## src/power_down_pkg.sv

```systemverilog
// power_down_pkg: constants shared by the power-down mode controller
// assumes an APB master with 32-bit data and a 250 MHz pclk
package power_down_pkg;
    // ----------------------------------------
    // register map
    // ----------------------------------------
    localparam logic [7:0] ADDR_SYSTEM_CONTROL = 8'h00;
    localparam logic [7:0] ADDR_MODE_STATUS = 8'h04;
    localparam int ADDR_W = 8;
    localparam int DATA_W = 32;

    // system_control field layout
    localparam int BIT_STANDBY_SELECT = 7;
    localparam int BIT_SETTLE_HI = 6;
    localparam int BIT_SETTLE_LO = 4;
    localparam int BIT_EXT_RESET_FLAG = 3;
    localparam logic [7:0] SYSCTL_RESET = 8'h09;
    localparam logic [7:0] SYSCTL_RO_MASK = 8'h08;

    // mode_status field layout
    localparam int BIT_SETTLING = 3;

    // ----------------------------------------
    // settle codes and counts
    // ----------------------------------------
    localparam int SETTLE_W = 18;
    localparam logic [2:0] SETTLE_CODE_SHORT = 3'h5;
    localparam int unsigned SETTLE_8K = 8192;
    localparam int unsigned SETTLE_16K = 16384;
    localparam int unsigned SETTLE_32K = 32768;
    localparam int unsigned SETTLE_64K = 65536;
    localparam int unsigned SETTLE_128K = 131072;
    localparam int unsigned SETTLE_1K = 1024;

    // ----------------------------------------
    // modes
    // ----------------------------------------
    typedef enum {
        ST_RUN, ST_SLEEP, ST_SW_STANDBY, ST_SETTLE, ST_HW_STANDBY, ST_RESET_HOLD
    } mode_state_type;

    localparam logic [2:0] MODE_RUN = 3'h0;
    localparam logic [2:0] MODE_SLEEP = 3'h1;
    localparam logic [2:0] MODE_SW_STANDBY = 3'h2;
    localparam logic [2:0] MODE_HW_STANDBY = 3'h3;
    localparam logic [2:0] MODE_RESET = 3'h4;
endpackage

```

## src/power_down_mode_control.sv

```systemverilog
// power_down_mode_control: sleep / software standby / hardware standby sequencer
// assumes sleep_req is a one-cycle pulse from the CPU and all pins are synchronous to pclk
`timescale 1ns/100ps
`default_nettype none

module power_down_mode_control #(
    parameter int unsigned SETTLE_CNT_8K = power_down_pkg::SETTLE_8K,
    parameter int unsigned SETTLE_CNT_16K = power_down_pkg::SETTLE_16K,
    parameter int unsigned SETTLE_CNT_32K = power_down_pkg::SETTLE_32K,
    parameter int unsigned SETTLE_CNT_64K = power_down_pkg::SETTLE_64K,
    parameter int unsigned SETTLE_CNT_128K = power_down_pkg::SETTLE_128K,
    parameter int unsigned SETTLE_CNT_1K = power_down_pkg::SETTLE_1K,
    parameter bit FLASH_VARIANT = 1'b1
) (
    // clock and reset
    input wire logic pclk,
    input wire logic presetn,
    // apb slave
    input wire logic psel,
    input wire logic penable,
    input wire logic pwrite,
    input wire logic [power_down_pkg::ADDR_W-1:0] paddr,
    input wire logic [power_down_pkg::DATA_W-1:0] pwdata,
    output logic [power_down_pkg::DATA_W-1:0] prdata,
    output logic pready,
    output logic pslverr,
    // cpu and interrupt sources
    input wire logic sleep_req,
    input wire logic any_int_req,
    input wire logic nmi_req,
    input wire logic [7:0] irq_req,
    input wire logic [7:0] irq_enable,
    input wire logic key_wake_input,
    // external pins
    input wire logic reset_input_n,
    input wire logic hw_standby_pin_n,
    // power controls
    output logic cpu_halt,
    output logic sys_clk_stop,
    output logic osc_run,
    output logic module_reset,
    output logic io_float,
    output logic int_start,
    output logic [2:0] mode_code
);
    import power_down_pkg::*;

    // ----------------------------------------
    // settle count lookup
    // ----------------------------------------
    // unused codes 100 and 11x fall on the longest count so a bad setting never shortens settling
    function automatic logic [SETTLE_W-1:0] settle_limit(input logic [2:0] code);
        logic [SETTLE_W-1:0] lim;
        lim = SETTLE_W'(SETTLE_CNT_128K);
        case (code)
            3'h0: lim = SETTLE_W'(SETTLE_CNT_8K);
            3'h1: lim = SETTLE_W'(SETTLE_CNT_16K);
            3'h2: lim = SETTLE_W'(SETTLE_CNT_32K);
            3'h3: lim = SETTLE_W'(SETTLE_CNT_64K);
            SETTLE_CODE_SHORT: begin
                if (FLASH_VARIANT) begin
                    lim = SETTLE_W'(SETTLE_CNT_1K);
                end
            end
            default: lim = SETTLE_W'(SETTLE_CNT_128K);
        endcase
        return lim;
    endfunction

    // ----------------------------------------
    // state
    // ----------------------------------------
    mode_state_type state_ff;
    mode_state_type nxt_state;
    logic [7:0] sysctl_ff;
    logic [7:0] nxt_sysctl;
    logic [SETTLE_W-1:0] cnt_ff;
    logic [SETTLE_W-1:0] nxt_cnt;
    logic int_start_ff;
    logic [DATA_W-1:0] prdata_ff;
    logic [DATA_W-1:0] nxt_prdata;

    // ----------------------------------------
    // decode
    // ----------------------------------------
    wire logic setup_phase = psel & ~penable;
    wire logic access_phase = psel & penable;
    wire logic hit_sysctl = (paddr == ADDR_SYSTEM_CONTROL);
    wire logic hit_status = (paddr == ADDR_MODE_STATUS);
    wire logic mapped = hit_sysctl | hit_status;
    wire logic wr_sysctl = access_phase & pwrite & hit_sysctl;
    wire logic standby_select = sysctl_ff[BIT_STANDBY_SELECT];
    wire logic [2:0] settle_time_sel = sysctl_ff[BIT_SETTLE_HI:BIT_SETTLE_LO];
    // only nmi, irq0..2 and irq6 (key inputs ride on irq6) can restart the oscillator
    wire logic irq6_wake = (irq_req[6] | key_wake_input) & irq_enable[6];
    wire logic standby_wake = nmi_req | |(irq_req[2:0] & irq_enable[2:0]) | irq6_wake;
    wire logic sleep_wake = any_int_req | nmi_req;
    wire logic settle_done = (cnt_ff == settle_limit(settle_time_sel) - SETTLE_W'(1));
    wire logic in_standby_like = (state_ff == ST_SW_STANDBY) || (state_ff == ST_SETTLE);

    // ----------------------------------------
    // mode sequencer
    // ----------------------------------------
    // standby pin first, then reset pin: both override whatever mode is active
    always_comb begin
        nxt_state = state_ff;
        nxt_cnt = cnt_ff;
        if (!hw_standby_pin_n) begin
            nxt_state = ST_HW_STANDBY;
        end else if (!reset_input_n) begin
            nxt_state = ST_RESET_HOLD;
        end else begin
            case (state_ff)
                ST_RUN: begin
                    if (sleep_req) begin
                        nxt_state = standby_select ? ST_SW_STANDBY : ST_SLEEP;
                    end
                end
                ST_SLEEP: begin
                    if (sleep_wake) begin
                        nxt_state = ST_RUN;
                    end
                end
                ST_SW_STANDBY: begin
                    if (standby_wake) begin
                        nxt_state = ST_SETTLE;
                        nxt_cnt = '0;
                    end
                end
                ST_SETTLE: begin
                    if (settle_done) begin
                        nxt_state = ST_RUN;
                    end else begin
                        nxt_cnt = cnt_ff + SETTLE_W'(1);
                    end
                end
                ST_HW_STANDBY: begin
                    // pin released while reset is still low goes to reset hold above;
                    // released with reset high also ends in reset, never straight to run
                    nxt_state = ST_RESET_HOLD;
                end
                ST_RESET_HOLD: begin
                    nxt_state = ST_RUN;
                end
                default: nxt_state = ST_RUN;
            endcase
        end
    end

    // ----------------------------------------
    // system control register
    // ----------------------------------------
    // hardware standby and reset hold reinitialise it; standby_select is untouched by a wake
    always_comb begin
        nxt_sysctl = sysctl_ff;
        if ((state_ff == ST_HW_STANDBY) || (state_ff == ST_RESET_HOLD)) begin
            nxt_sysctl = SYSCTL_RESET;
        end else if (wr_sysctl) begin
            nxt_sysctl = (pwdata[7:0] & ~SYSCTL_RO_MASK) | (sysctl_ff & SYSCTL_RO_MASK);
        end
    end

    // read data captured in setup so prdata leaves a flip-flop
    always_comb begin
        nxt_prdata = prdata_ff;
        if (setup_phase && !pwrite) begin
            nxt_prdata = '0;
            if (hit_sysctl) begin
                nxt_prdata[7:0] = sysctl_ff;
            end else if (hit_status) begin
                nxt_prdata[2:0] = mode_code;
                nxt_prdata[BIT_SETTLING] = (state_ff == ST_SETTLE);
            end
        end
    end

    // ----------------------------------------
    // flip-flops
    // ----------------------------------------
    always_ff @(posedge pclk or negedge presetn) begin
        if (!presetn) begin
            state_ff <= ST_RUN;
            sysctl_ff <= SYSCTL_RESET;
            cnt_ff <= '0;
            int_start_ff <= 1'b0;
            prdata_ff <= '0;
        end else begin
            state_ff <= nxt_state;
            sysctl_ff <= nxt_sysctl;
            cnt_ff <= nxt_cnt;
            int_start_ff <= (state_ff == ST_SETTLE) && (nxt_state == ST_RUN);
            prdata_ff <= nxt_prdata;
        end
    end

    // ----------------------------------------
    // outputs
    // ----------------------------------------
    // zero-wait slave; unmapped addresses answer with an error
    assign pready = 1'b1;
    assign pslverr = access_phase & ~mapped;
    assign prdata = prdata_ff;
    assign int_start = int_start_ff;

    // sleep halts only the CPU; standby also stops the clock and resets modules
    assign cpu_halt = (state_ff != ST_RUN);
    assign sys_clk_stop = in_standby_like || (state_ff == ST_HW_STANDBY);
    assign osc_run = (state_ff != ST_SW_STANDBY) && (state_ff != ST_HW_STANDBY);
    assign module_reset = in_standby_like || (state_ff == ST_HW_STANDBY)
        || (state_ff == ST_RESET_HOLD);
    assign io_float = (state_ff == ST_HW_STANDBY);

    always_comb begin
        case (state_ff)
            ST_SLEEP: mode_code = MODE_SLEEP;
            ST_SW_STANDBY: mode_code = MODE_SW_STANDBY;
            ST_SETTLE: mode_code = MODE_SW_STANDBY;
            ST_HW_STANDBY: mode_code = MODE_HW_STANDBY;
            ST_RESET_HOLD: mode_code = MODE_RESET;
            default: mode_code = MODE_RUN;
        endcase
    end
endmodule // power_down_mode_control

`default_nettype wire

```

## config.mk

```make
export PLATFORM = sky130hd
export DESIGN_NAME = power_down_mode_control
export DESIGN_NICKNAME = d
export VERILOG_FILES = /design/src/power_down_pkg.sv /design/src/power_down_mode_control.sv
export SDC_FILE = /design/constraint.sdc
export NUM_CORES = 1
export LEC_CHECK = 0
export BUFFER_PORTS_ARGS = -buffer_cell sky130_fd_sc_hd__buf_2
export CORE_UTILIZATION = 50
export CTS_BUF_LIST = sky130_fd_sc_hd__clkbuf_4
export CTS_CLUSTER_DIAMETER = 30
export CTS_CLUSTER_SIZE = 20
export DETAILED_ROUTE_END_ITERATION = 12
export GPL_TIMING_DRIVEN = 0
export PLACE_DENSITY_LB_ADDON = 0.05
export SYNTH_ARGS = -nofsm -noshare
export SYNTH_HDL_FRONTEND = slang
export SYNTH_SLANG_ARGS = --single-unit
```

## constraint.sdc

```tcl
create_clock -name pclk -period 4 [get_ports pclk]
set_clock_uncertainty 0.2 [all_clocks]
set_input_delay 0.8 -clock pclk [delete_from_list [all_inputs] [get_ports pclk]]
set_output_delay 0.8 -clock pclk [all_outputs]
set_load 0.03 [all_outputs]
```

### Yosys cells after proc, flatten, opt, wreduce, memory -nomap -nowiden

Cells that the tools add are included.

| cells by class | value |
|---|---|
| mux-type cells | 18 |
| bitwise logic cells | 15 |
| $add $sub $neg | 2 |
| equal/unequal tests | 19 |
| reduce and logical (&&, ||, !) cells | 18 |

Operator list:

| kind | count |
|---|---|
| 32-bit 2-to-1 mux | 6 |
| 32-bit case mux with 5 select lines | 1 |
| 32-bit by 3-bit == test with 1-bit output, second input constant | 4 |
| 18-bit case mux with 5 select lines | 1 |
| 32-bit by 2-bit == test with 1-bit output, second input constant | 2 |
| 32-bit by 4-bit == test with 1-bit output, second input constant | 2 |
| 32-bit logical NOT | 2 |
| 18-bit 2-to-1 mux | 2 |
| 18-bit case mux with 2 select lines | 1 |
| 32-bit by 1-bit == test with 1-bit output, second input constant | 1 |
| 32-bit by 3-bit != test with 1-bit output, second input constant | 1 |
| 32-bit by 4-bit != test with 1-bit output, second input constant | 1 |
| 32-bit nonzero test | 1 |
| 18-bit by 1-bit adder with 18-bit output, second input constant | 1 |
| 18-bit == test | 1 |
| 18-bit by 1-bit subtractor with 18-bit output, second input constant | 1 |
| 8-bit 2-to-1 mux | 2 |
| 4-bit 2-to-1 mux | 3 |
| 3-bit case mux with 4 select lines | 1 |
| 8-bit by 3-bit == test with 1-bit output, second input constant | 1 |
| 8-bit logical NOT | 1 |
| 8-bit by 4-bit bitwise OR with 8-bit output | 1 |
| 1-bit AND | 6 |
| 3-bit by 2-bit == test with 1-bit output, second input constant | 2 |
| other kinds (15) | 27 |

| word-level totals | value |
|---|---|
| word-level logic and storage cells | 77 |
| output and inout port bits | 43 |
| flip-flop bits (word level) | 67 |
| input port bits | 67 |

### Longest topological paths before layout

Gate-level depths: netlist of run 1.

| logic depth | value |
|---|---|
| word-level depth | 10 |
| mapped depth | 10 |
| depth with buffers taken out | 8 |

### Worst setup path before layout of run 1

OpenSTA, ideal clock, no wires.

| timing | value |
|---|---|
| path type | register to output |
| from | register state_ff[4] |
| to | output osc_run |
| buffers on the path | 1 |
| slack | 876 ps |
| data required time | 3000 ps |
| arrival time | 2124 ps |
| cell stages (with the launch flop) | 7 |
| cell sequence | dfrtp_1 nor4_1 nand4_1 or2_2 clkbuf_1 nor2_1 nand2_1 |

| between the ends | value |
|---|---|
| longest elaborated chain between the ends | 2 |
| elaborated cells between the ends (all ways) | 3 |
| those cells by class | eq/ne (2); reduce/logical (1) |

RTL lines:

| element | line | text |
|---|---|---|
| start, declared | power_down_mode_control.sv:73 | `mode_state_type state_ff;` |
| start signal, assigned | power_down_mode_control.sv:188 | `state_ff <= nxt_state;` |
| 32-bit by 3-bit != test with 1-bit output or 32-bit by 4-bit != test with 1-bit output (tied branches) | power_down_mode_control.sv:208 | `assign osc_run = (state_ff != ST_SW_STANDBY) && (state_ff != ST_HW_STANDBY);` |
| 1-bit logical AND (*) | power_down_mode_control.sv:208 |  |
| end, declared | power_down_mode_control.sv:40 | `output logic osc_run,` |

Mark *: on every way between the ends. The rest lies on a longest branch, timed or not.

### Final worst setup path of run 1

| timing | value |
|---|---|
| from | register state_ff[4] |
| to | output mode_code[0] |

| between the ends | value |
|---|---|
| longest elaborated chain between the ends | 3 |
| elaborated cells between the ends (all ways) | 7 |
| those cells by class | eq/ne (5); mux (1); reduce/logical (1) |

RTL lines:

| element | line | text |
|---|---|---|
| 32-bit by 2-bit == test with 1-bit output | power_down_mode_control.sv:214 | `case (state_ff)` |
| 2-bit OR reduction (no line) | -- |  |
| 3-bit case mux with 4 select lines (*) | power_down_mode_control.sv:214 |  |
| end, declared | power_down_mode_control.sv:44 | `output logic [2:0] mode_code` |

Marks and branches as above.

==> results.sh, run 1 <==
export IMPL_status="finished, final reports clean"
export IMPL_synth_edff_count=0
export IMPL_synthMuxAreaShare_pct=3.08
export IMPL_reg2reg_to="cnt_ff[0]"
export IMPL_p_per_area_nw_per_um2=311
export IMPL_synth_top_family_by_area="simple AND/OR/NAND/NOR gates"
export IMPL_cap_violations=0
export IMPL_grt_pass1_vias=2218
export IMPL_start_util_pct=51.5
export IMPL_min_delay_start="prdata[1]"
export IMPL_gr_usage_all_layers_pct=19.7
export IMPL_grt_max_degree=68
export IMPL_grt_first_pass_wirelength_microns=9960
export IMPL_rows=29
export IMPL_final_layout_size_suffix_gt1_share_pct=27.5
export IMPL_vdd_drop_max_mv=0.279
export IMPL_syn2layout_area_growth_pct=20.4
export IMPL_post_cts_buffers=0
export IMPL_die_h_microns=82.7
export IMPL_critical_path_max_fanout=10
export IMPL_antenna_found_initial=0
export IMPL_ys_warnings_count=0
export IMPL_cts_root_buf="clkbuf_4"
export IMPL_coreArea_sq_um=6310
export IMPL_dpl_cell_area_sq_um=3800
export IMPL_path_clk_slew_ps=100
export IMPL_cts_sinks=67
export IMPL_synth_top_cell_area_share_pct=50.0
export IMPL_drv_slew=0
export IMPL_clock_latency_ps=380
export IMPL_yosys_most_used_dff="dfrtp_1"
export IMPL_min_path_cells=2
export IMPL_numCtsBuffers=9
export IMPL_num_vias=2510
export IMPL_clk_path_buf_depth=2
export IMPL_ant_nets=0
export IMPL_hold_viol=0
export IMPL_max_freq_mhz=285
export IMPL_grt_overflow_total=0
export IMPL_synth_area_sq_um=3250
export IMPL_cts_resized=0
export IMPL_end_kind="primary output"
export IMPL_worstSetupPathType="reg -> out"
export IMPL_holdPathEnd="prdata[1]"
export IMPL_dieArea_sq_um=6830
export IMPL_rsz0062_at_grt="false"
export IMPL_yosysSeqAreaShare_pct=51.6
export IMPL_routed_wl_microns=6270
export IMPL_antenna_cells=0
export IMPL_final_cells=502
export IMPL_synth_compound_area_share_pct=12.5
export IMPL_start_kind="flop"
export IMPL_dp_cells=488
export IMPL_drc=0
export IMPL_yosys_area_top_type="dfrtp_1"
export IMPL_relSlewSlack_pct=29.8
export IMPL_drtIter0Drc=103
export IMPL_chipWidth_microns=82.7
export IMPL_period_minus_slack_ps=3510
export IMPL_tns_ps=0
export IMPL_synth_async_reset_ratio_pct=100
export IMPL_synth_adder_area_share_pct=0.769
export IMPL_ys_top_cells_by_area="dfrtp_1 50%, buf_4 5.8%, nor2_1 3.2%, mux2i_1 3.1%, a21oi_1 2.8%"
export IMPL_crit_required_ps=3000
export IMPL_h_tree_depth=3
export IMPL_hold_path_class="reg -> reg"
export IMPL_tritoncts="done"
export IMPL_tightest_slew_ps=1040
export IMPL_synthCells=309
export IMPL_holdBufCountCts=0
export IMPL_avgSynthCellArea_sq_um=10.5
export IMPL_fin_crit_sh_pct=87.7
export IMPL_synth_xor_area_share_pct=1.08
export IMPL_final_area_sq_um=3920
export IMPL_dr_pass1_iters=4
export IMPL_leakagePower_nw=1.91
export IMPL_timing_reg2reg_setup_slack_ps=750
export IMPL_io_pins=110
export IMPL_ys_ff_latch=67
export IMPL_synth_simple_area_share_pct=23.0
export IMPL_detail_route_wl_per_cell_microns=12.5
export IMPL_r2r_cells=9
export IMPL_arrival_ps=2510
export IMPL_finalSetupViolCount=0
export IMPL_nets=491
export IMPL_place_hpwl_microns=4570
export IMPL_timing_rr_start="sysctl_ff[6]"
export IMPL_vias_per_cell=5.00
export IMPL_synth_cell_types=58
export IMPL_io_buffers=50
export IMPL_routabilityCongestion=0.817
==> layout make-up <==
type | instances | area (sq um)
clock buffer | 10 | 75.1
tap | 77 | 96.3
fill | 549 | 2400
sequential | 67 | 1680
timing repair buffer | 50 | 253
buffer | 34 | 241
inverter | 3 | 11.3
clock inverter | 4 | 43.8
multi-input combinational | 257 | 1520
==> synthesized netlist by cell type (all sizes together), types with 4 or more instances <==
master and count:
clkbuf 4, nor3 7, dfrtp 65, nor2b 4
or4 7, nand4 7, o21ai 18, a21oi 19
and3 5, a22o 4, nand2 24, nand3 9
buf 30, o31ai 6, nor4 9, nor2 28
or3 12, mux2i 10
==> layer usage <==
metal | up-vias | part of all wire, % | wire (microns) | GRT usage, %
li1 | 1267 | - | - | -
met4 | 0 | 1.8 | 111 | 6.90
met2 | 59 | 48 | 3000 | 32.4
met1 | 1174 | 46 | 2850 | 24.9
met3 | 10 | 4.8 | 304 | 5.16
met5 | - | 0 | 0 | 0
==> where the power goes <==
| part | switching, mW | internal, mW | total, mW |
|---|---|---|---|
| Combinational | 0.0737 | 0.0406 | 0.114 |
| Clock | 0.215 | 0.187 | 0.403 |
| Sequential | 0.00611 | 0.694 | 0.700 |
==> kinds of logic after synthesis <==
| family | count (synthesis) |
|---|---|
| simple gates | 127 |
| flops | 67 |
| compound gates | 60 |
| buf+inv | 37 |
| mux | 10 |
| xor+xnor | 4 |
| fa+ha+maj | 2 |
| other cells | 2 |
==> registers in the layout, summed over array words and instances, names as in the netlist <==
signal and flops:
cnt_ff 18, int_start 1, prdata 8, state_ff 32
sysctl_ff 8
==> placed cells by master (no fill, tap or decap), types with 5 or more instances in the layout <==
cell / Yosys / layout
mux2i_1: 10 / 10
nand2_1: 23 / 23
clkbuf_4: 0 / 10
nand4_1: 7 / 7
nor3_1: 6 / 6
o21ai_0: 18 / 18
buf_2: 3 / 52
nor2_1: 28 / 28
nor4_1: 9 / 9
nand3_1: 7 / 7
conb_1: 2 / 54
or4_1: 7 / 7
dfrtp_1: 65 / 65
o31ai_1: 5 / 5
or3_1: 12 / 12
buf_4: 25 / 26
a21oi_1: 18 / 18
==> per-stage QoR <==
stage	hold slack, ps	utilization (%)	worst slack [ps]	power [mW]
after global placement	264	60.1	815	0.826
after detailed placement	273	60.1	768	0.828
final	288	62.0	491	1.22
after floorplan	276	-	876	0.789
after global routing	321	62.0	258	1.27
after CTS	296	62.0	403	1.23
==> worst max path at each step <==
stage	slack, ps	start	end	cells after the start
after global routing	260	state_ff[4]	io_float	8
after global placement	820	sysctl_ff[6]	cnt_ff[0]	9
after floorplan	880	state_ff[4]	osc_run	6
after detailed placement	770	sysctl_ff[6]	cnt_ff[0]	9
final	490	state_ff[4]	mode_code[0]	6
after CTS	400	state_ff[4]	mode_code[0]	6
==> worst max-delay path, stage by stage (launching register included) <==
cell	delay, ps
dfrtp_1	380
nor4_1	350
nand4_1	220
or2_2	370
clkbuf_1	230
nor3_1	320
buf_2	260
Note: power is estimated with default switching activity, not from simulation.
==> inputs of run 2 (changes only) <==
--- a/config.mk
+++ b/config.mk
@@ -7,7 +7,7 @@
 export LEC_CHECK = 0
 export BUFFER_PORTS_ARGS = -buffer_cell sky130_fd_sc_hd__buf_2
 export CORE_UTILIZATION = 50
-export CTS_BUF_LIST = sky130_fd_sc_hd__clkbuf_4
+export CTS_BUF_LIST = sky130_fd_sc_hd__clkbuf_4 sky130_fd_sc_hd__clkbuf_8 sky130_fd_sc_hd__clkbuf_16
 export CTS_CLUSTER_DIAMETER = 30
 export CTS_CLUSTER_SIZE = 20
 export DETAILED_ROUTE_END_ITERATION = 12
==> run 2 against run 1 <==
Net effect:
- clock power increased by 33%
- largest power group unchanged
- fmax increased by 1.2%
- global-route usage is 0.33 points higher
- largest cell class unchanged
- combinational power about the same
==> results.sh, run 2 (synthesized netlist as in run 1, its figures left out) <==
export IMPL_timing_rr_start="sysctl_ff[6]"
export IMPL_grt_first_pass_wirelength_microns=10100
export IMPL_drc=0
export IMPL_worstSetupPathType="reg -> out"
export IMPL_h_tree_depth=3
export IMPL_dp_cells=488
export IMPL_p_sw_share_pct=23.2
export IMPL_num_vias=2549
export IMPL_cap_violations=0
export IMPL_min_delay_start="prdata[1]"
export IMPL_tightest_slew_ps=997
export IMPL_switchingPower_uw=314
export IMPL_critical_path_max_fanout=10
export IMPL_end_kind="primary output"
export IMPL_detail_route_wl_per_cell_microns=12.7
export IMPL_routed_wl_microns=6360
export IMPL_top_layer_used="met4"
export IMPL_io_buffers=50
export IMPL_antenna_cells=0
export IMPL_p_int_mw=1.04
export IMPL_clkPwrFrac_pct=39.7
export IMPL_vias_per_cell=5.08
export IMPL_routabilityCongestion=0.817
export IMPL_cts_resized=0
export IMPL_post_cts_buffers=0
export IMPL_drtIter0Drc=124
export IMPL_fill_cells=545
export IMPL_crit_path_start="state_ff[4]"
export IMPL_clock_latency_ps=330
export IMPL_grt_pass1_vias=2231
export IMPL_final_cells=502
export IMPL_finalSetupViolCount=0
export IMPL_cp_slowest_stage_delay_ps=380
export IMPL_max_freq_mhz=288
export IMPL_final_layout_size_suffix_gt1_share_pct=27.8
export IMPL_die_h_microns=82.7
export IMPL_start_kind="flop"
export IMPL_tns_ps=0
export IMPL_antenna_found_initial=0
export IMPL_wl_met2_microns=3080
export IMPL_p_per_area_nw_per_um2=340
export IMPL_period_minus_slack_ps=3470
export IMPL_hold_viol=0
export IMPL_tritoncts="done"
export IMPL_route_met3_wl_microns=272
export IMPL_top_regs="state_ff: 32 flops, cnt_ff: 18 flops"
export IMPL_grt_overflow_total=0
export IMPL_crit_required_ps=3000
export IMPL_place_hpwl_microns=4570
export IMPL_arrival_ps=2470
export IMPL_hold_path_class="reg -> reg"
export IMPL_met1_length_microns=2920
export IMPL_rows=29
export IMPL_grt_max_degree=68
export IMPL_cts_root_buf="clkbuf_8"
export IMPL_drv_slew=0
export IMPL_chipWidth_microns=82.7
export IMPL_largest_register="state_ff"
export IMPL_holdBufCountCts=0
export IMPL_clk_path_buf_depth=2
export IMPL_dieArea_sq_um=6830
export IMPL_p_seq_share_pct=51.8
export IMPL_coreArea_sq_um=6310
export IMPL_relSlewSlack_pct=32.9
export IMPL_cp_slowest_cell="or2_2"
export IMPL_rsz0062_at_grt="false"
export IMPL_io_pins=110
export IMPL_combPwrFrac_pct=8.5
export IMPL_vdd_drop_max_mv=0.245
export IMPL_fin_crit_sh_pct=86.7
export IMPL_final_common_cell="dfrtp_1"
export IMPL_largest_reg_flops=32
export IMPL_crit_path_cell_trace="nor4_1 > nand4_1 > or2_2 > clkbuf_1 > nor3_1 > buf_2"
export IMPL_status="finished, final reports clean"
export IMPL_path_clk_slew_ps=70
export IMPL_syn2layout_area_growth_pct=22.4
export IMPL_dr_pass1_iters=4
export IMPL_gr_usage_all_layers_pct=20.0
export IMPL_start_util_pct=51.5
export IMPL_leakagePower_nw=1.94
export IMPL_final_cell_mix="65 x dfrtp_1, 54 x conb_1, 52 x buf_2, 28 x nor2_1, 26 x buf_4"
export IMPL_ant_nets=0
export IMPL_cts_sinks=67
export IMPL_numCtsBuffers=9
export IMPL_nets=491
run 2: changes by cell type in the layout (fill, tap and decap cells not counted), sizes merged:
cell and change:
clkbuf +1, clkinv -1
run 2: layout make-up:
class / count / area (sq um) / share of cell area [%]
Buffer: 34 / 241 / 6.06
Clock buffer: 11 / 145 / 3.64
Clock inverter: 3 / 40.0 / 1.01
Inverter: 3 / 11.3 / 0.283
Multi-Input combinational cell: 257 / 1520 / 38.1
Sequential cell: 67 / 1680 / 42.2
Tap cell: 77 / 96.3 / 2.42
Timing Repair Buffer: 50 / 253 / 6.35
run 2: stage by stage:
| stage | hold slack [ps] | setup slack, ps | power [mW] | instance area (sq um) | utilization [%] |
|---|---|---|---|---|---|
| finish | 282 | 532 | 1.35 | 3980 | 63.1 |
| global route | 312 | 338 | 1.41 | 3980 | 63.1 |
| CTS | 288 | 478 | 1.37 | 3980 | 63.1 |
| detailed placement | 273 | 768 | 0.828 | 3800 | 60.1 |
| global placement | 264 | 815 | 0.826 | 3790 | 60.1 |
| floorplan | 276 | 876 | 0.789 | 3450 | - |
run 2: path summary, 6_finish.rpt:
path,to,slack (ps),cells after the start
setup / recovery,mode_code[0],530,6
hold / removal,prdata[1],280,2
setup reg to reg,cnt_ff[0],760,9
hold reg to reg,prdata[1],280,2
max in group asynchronous,cnt_ff[2],2680,1
min in group asynchronous,cnt_ff[17],370,1
run 2: critical path: cells and delay by family (launching register included):
kind,cells,cell delay (ps)
flip-flops,1,360
buffers and inverters,2,490
AND/OR/NAND/NOR,4,1280
run 2: layer usage:
layer | vias up | track usage (%)
met5 | - | 0
met4 | 0 | 9.31
met3 | 7 | 3.96
met2 | 64 | 32.5
met1 | 1211 | 25.6
li1 | 1267 | -
run 2: power by group through the flow:
stage	registers, mW	clock network, mW	logic, mW
after floorplan	0.712	0	0.0770
after global placement	0.713	0	0.113
after detailed placement	0.714	0	0.114
after CTS	0.701	0.553	0.114
after global routing	0.702	0.577	0.129
final	0.701	0.537	0.115
==> inputs of run 3 (changes only) <==
--- a/config.mk
+++ b/config.mk
@@ -5,6 +5,7 @@
 export SDC_FILE = /design/constraint.sdc
 export NUM_CORES = 1
 export LEC_CHECK = 0
+export ABC_AREA = 1
 export BUFFER_PORTS_ARGS = -buffer_cell sky130_fd_sc_hd__buf_2
 export CORE_UTILIZATION = 50
 export CTS_BUF_LIST = sky130_fd_sc_hd__clkbuf_4 sky130_fd_sc_hd__clkbuf_8 sky130_fd_sc_hd__clkbuf_16
==> run 3 against run 2 <==
Net effect:
- sequential share of layout area decreased by 5.2 points
- final cell count increased by 40%
- first-iteration DRC count increased by 11%
- critical path depth increased by 4
- sequential power increased by 1%
- register-to-register slack improved by 730 ps
==> results.sh, run 3 <==
export IMPL_cts_root_buf="clkbuf_8"
export IMPL_synth_adder_area_share_pct=0.668
export IMPL_detail_route_wl_per_cell_microns=11.4
export IMPL_finalSetupViolCount=0
export IMPL_switchingPower_uw=376
export IMPL_end_kind="primary output"
export IMPL_top_layer_used="met4"
export IMPL_fin_crit_sh_pct=82.7
export IMPL_cp_slowest_stage_delay_ps=360
export IMPL_tns_ps=0
export IMPL_crit_required_ps=3000
export IMPL_timing_reg2reg_setup_slack_ps=1490
export IMPL_place_hpwl_microns=6020
export IMPL_final_common_cell="nand2_1"
export IMPL_p_per_area_nw_per_um2=328
export IMPL_num_vias=3309
export IMPL_h_tree_depth=3
export IMPL_largest_reg_flops=32
export IMPL_avgSynthCellArea_sq_um=7.72
export IMPL_reg2reg_to="cnt_ff[9]"
export IMPL_rows=31
export IMPL_top_regs="state_ff: 32 flops, cnt_ff: 18 flops"
export IMPL_io_buffers=51
export IMPL_leakagePower_nw=2.40
export IMPL_arrival_ps=2310
export IMPL_synth_top_family_by_area="simple AND/OR/NAND/NOR gates"
export IMPL_met1_length_microns=3660
export IMPL_post_cts_buffers=0
export IMPL_period_minus_slack_ps=3310
export IMPL_p_int_mw=1.11
export IMPL_dieArea_sq_um=7840
export IMPL_cts_sinks=67
export IMPL_coreArea_sq_um=7250
export IMPL_yosys_area_top_type="dfrtp_1"
export IMPL_synth_area_sq_um=3740
export IMPL_synth_simple_area_share_pct=33.4
export IMPL_synthCells=485
export IMPL_drc=0
export IMPL_r2r_cells=16
export IMPL_routed_wl_microns=8010
export IMPL_status="finished, final reports clean"
export IMPL_path_clk_slew_ps=80
export IMPL_worstSetupPathType="reg -> out"
export IMPL_die_h_microns=88.5
export IMPL_chipWidth_microns=88.5
export IMPL_multi_input_area_sq_um=1810
export IMPL_yosysSeqAreaShare_pct=44.8
export IMPL_combPwrFrac_pct=9.7
export IMPL_clk_path_buf_depth=2
export IMPL_holdPathEnd="prdata[5]"
export IMPL_ys_ff_latch=67
export IMPL_largest_register="state_ff"
export IMPL_total_power_mw=1.49
export IMPL_drtIter0Drc=138
export IMPL_relSlewSlack_pct=43.5
export IMPL_cp_slowest_cell="dfrtp_1"
export IMPL_p_seq_share_pct=47.6
export IMPL_vdd_drop_max_mv=0.258
export IMPL_min_delay_start="prdata[5]"
export IMPL_syn2layout_area_growth_pct=21.4
export IMPL_vias_per_cell=4.71
export IMPL_p_sw_share_pct=25.2
export IMPL_synth_most_common_cell="nand2_1"
export IMPL_max_freq_mhz=302
export IMPL_dpl_cell_area_sq_um=4320
export IMPL_grt_overflow_total=0
export IMPL_rsz0062_at_grt="false"
export IMPL_hold_viol=0
export IMPL_hold_path_class="reg -> reg"
export IMPL_timing_rr_start="sysctl_ff[5]"
export IMPL_route_met3_wl_microns=348
export IMPL_nets=668
export IMPL_routabilityCongestion=0.857
export IMPL_crit_path_cell_trace="nor2_1 > nand2_1 > nor2_2 > nand2_2 > nor2_2 > inv_1 > nor3_2 > inv_1 > nor2_1 > buf_2"
export IMPL_dr_pass1_iters=4
export IMPL_synth_top_cell_area_share_pct=43.4
export IMPL_grt_max_degree=68
export IMPL_critical_path_max_fanout=8
export IMPL_cts_resized=0
export IMPL_ys_warnings_count=0
export IMPL_path_buf_inv=3
export IMPL_drv_slew=0
export IMPL_clkPwrFrac_pct=42.7
export IMPL_gr_usage_all_layers_pct=22.7
export IMPL_worst_slack_ps=692
export IMPL_clock_latency_ps=340
export IMPL_final_cell_mix="118 x nand2_1, 65 x dfrtp_1, 64 x nor2_1, 54 x conb_1, 53 x buf_2"
export IMPL_yosys_most_used_dff="dfrtp_1"
export IMPL_cp_top_family="simple AND/OR/NAND/NOR gates"
export IMPL_synth_async_reset_ratio_pct=100
export IMPL_ys_top_cells_by_area="dfrtp_1 43%, nand2_1 12%, nor2_1 6.4%, buf_4 5.2%, inv_1 5.1%"
export IMPL_cap_violations=0
export IMPL_antenna_cells=0
export IMPL_wl_met2_microns=3920
export IMPL_synth_edff_count=0
export IMPL_synth_compound_area_share_pct=7.45
export IMPL_final_layout_size_suffix_gt1_share_pct=22.8
export IMPL_postLayoutCoreUtil_pct=62.7
export IMPL_synth_xor_area_share_pct=1.40
export IMPL_fill_cells=686
export IMPL_holdBufCountCts=0
export IMPL_post_place_ws_ps=851
export IMPL_grt_pass1_vias=3013
export IMPL_ff_latch_area_sq_um=1680
export IMPL_antenna_found_initial=0
export IMPL_grt_first_pass_wirelength_microns=13500
export IMPL_ant_nets=0
export IMPL_tritoncts="done"
export IMPL_synthMuxAreaShare_pct=0
export IMPL_io_pins=110
export IMPL_synth_cell_types=39
export IMPL_numCtsBuffers=9
export IMPL_final_area_sq_um=4550
export IMPL_start_kind="flop"
export IMPL_synth_common_cells="118 x nand2_1, 65 x dfrtp_1, 64 x nor2_1, 51 x inv_1, 31 x nand3_1"
export IMPL_tightest_slew_ps=836
export IMPL_start_util_pct=51.6
export IMPL_min_path_cells=2
run 3: cell count changes after synthesis, moves of 7 or more:
cell,delta
nand3_1,+24
or4_1,-7
inv_1,+48
nor2_2,+7
nand2_2,+8
nor2_1,+36
nand2_1,+95
or3_1,-12
mux2i_1,-10
run 3: final cells by class:
cell class | count | area share (%)
Clock inverter | 6 | 1.95
Multi-Input combinational cell | 381 | 39.8
Clock buffer | 10 | 3.03
Inverter | 57 | 4.70
Buffer | 32 | 5.20
Sequential cell | 67 | 36.9
Tap cell | 99 | 2.72
Timing Repair Buffer | 51 | 5.67
run 3: power by group through the flow:
stage	clock (mW)	sequential (mW)	combinational (mW)
after detailed placement	0	0.722	0.145
final	0.636	0.709	0.145
after floorplan	0	0.731	0.0897
after global placement	0	0.722	0.143
after global routing	0.680	0.712	0.164
after CTS	0.650	0.709	0.145
run 3: worst max-delay path by stage:
| stage | from | end | slack, ps | cells after the start |
|---|---|---|---|---|
| global placement | paddr[5] | pslverr | 870 | 6 |
| CTS | state_ff[22] | mode_code[2] | 680 | 10 |
| global route | state_ff[22] | mode_code[2] | 480 | 10 |
| finish | state_ff[22] | mode_code[2] | 690 | 10 |
| floorplan | paddr[1] | pslverr | 1110 | 6 |
| detailed placement | paddr[5] | pslverr | 850 | 6 |
run 3: per-stage QoR:
| step | hold slack, ps | cells |
|---|---|---|
| 2_1_floorplan | 261 | 537 |
| 3_3_place_gp | 262 | 687 |
| 3_5_place_dp | 263 | 687 |
| 4_1_cts | 282 | 703 |
| 5_1_grt | 307 | 703 |
| 6_report | 279 | 703 |
run 3: cells by family after synthesis:
group / Yosys count
DFF: 67
adders and majority gates: 2
and+or+nand+nor: 268
AOI/OAI and AO/OA: 51
buffers and inverters: 89
xor gates and xnor gates: 6
other: 2
run 3: layer usage:
layer	vias up	GRT usage (%)
met5	-	0
met4	0	6.45
met3	10	4.76
met2	71	38.7
met1	1523	29.3
li1	1705	-
run 3: worst min-delay path: cells and delay by family (launching register included):
kind             cells  cell delay, ps
flip-flops           1             340
AND/OR/NAND/NOR      1              50
AO/OA/AOI/OAI        1              50
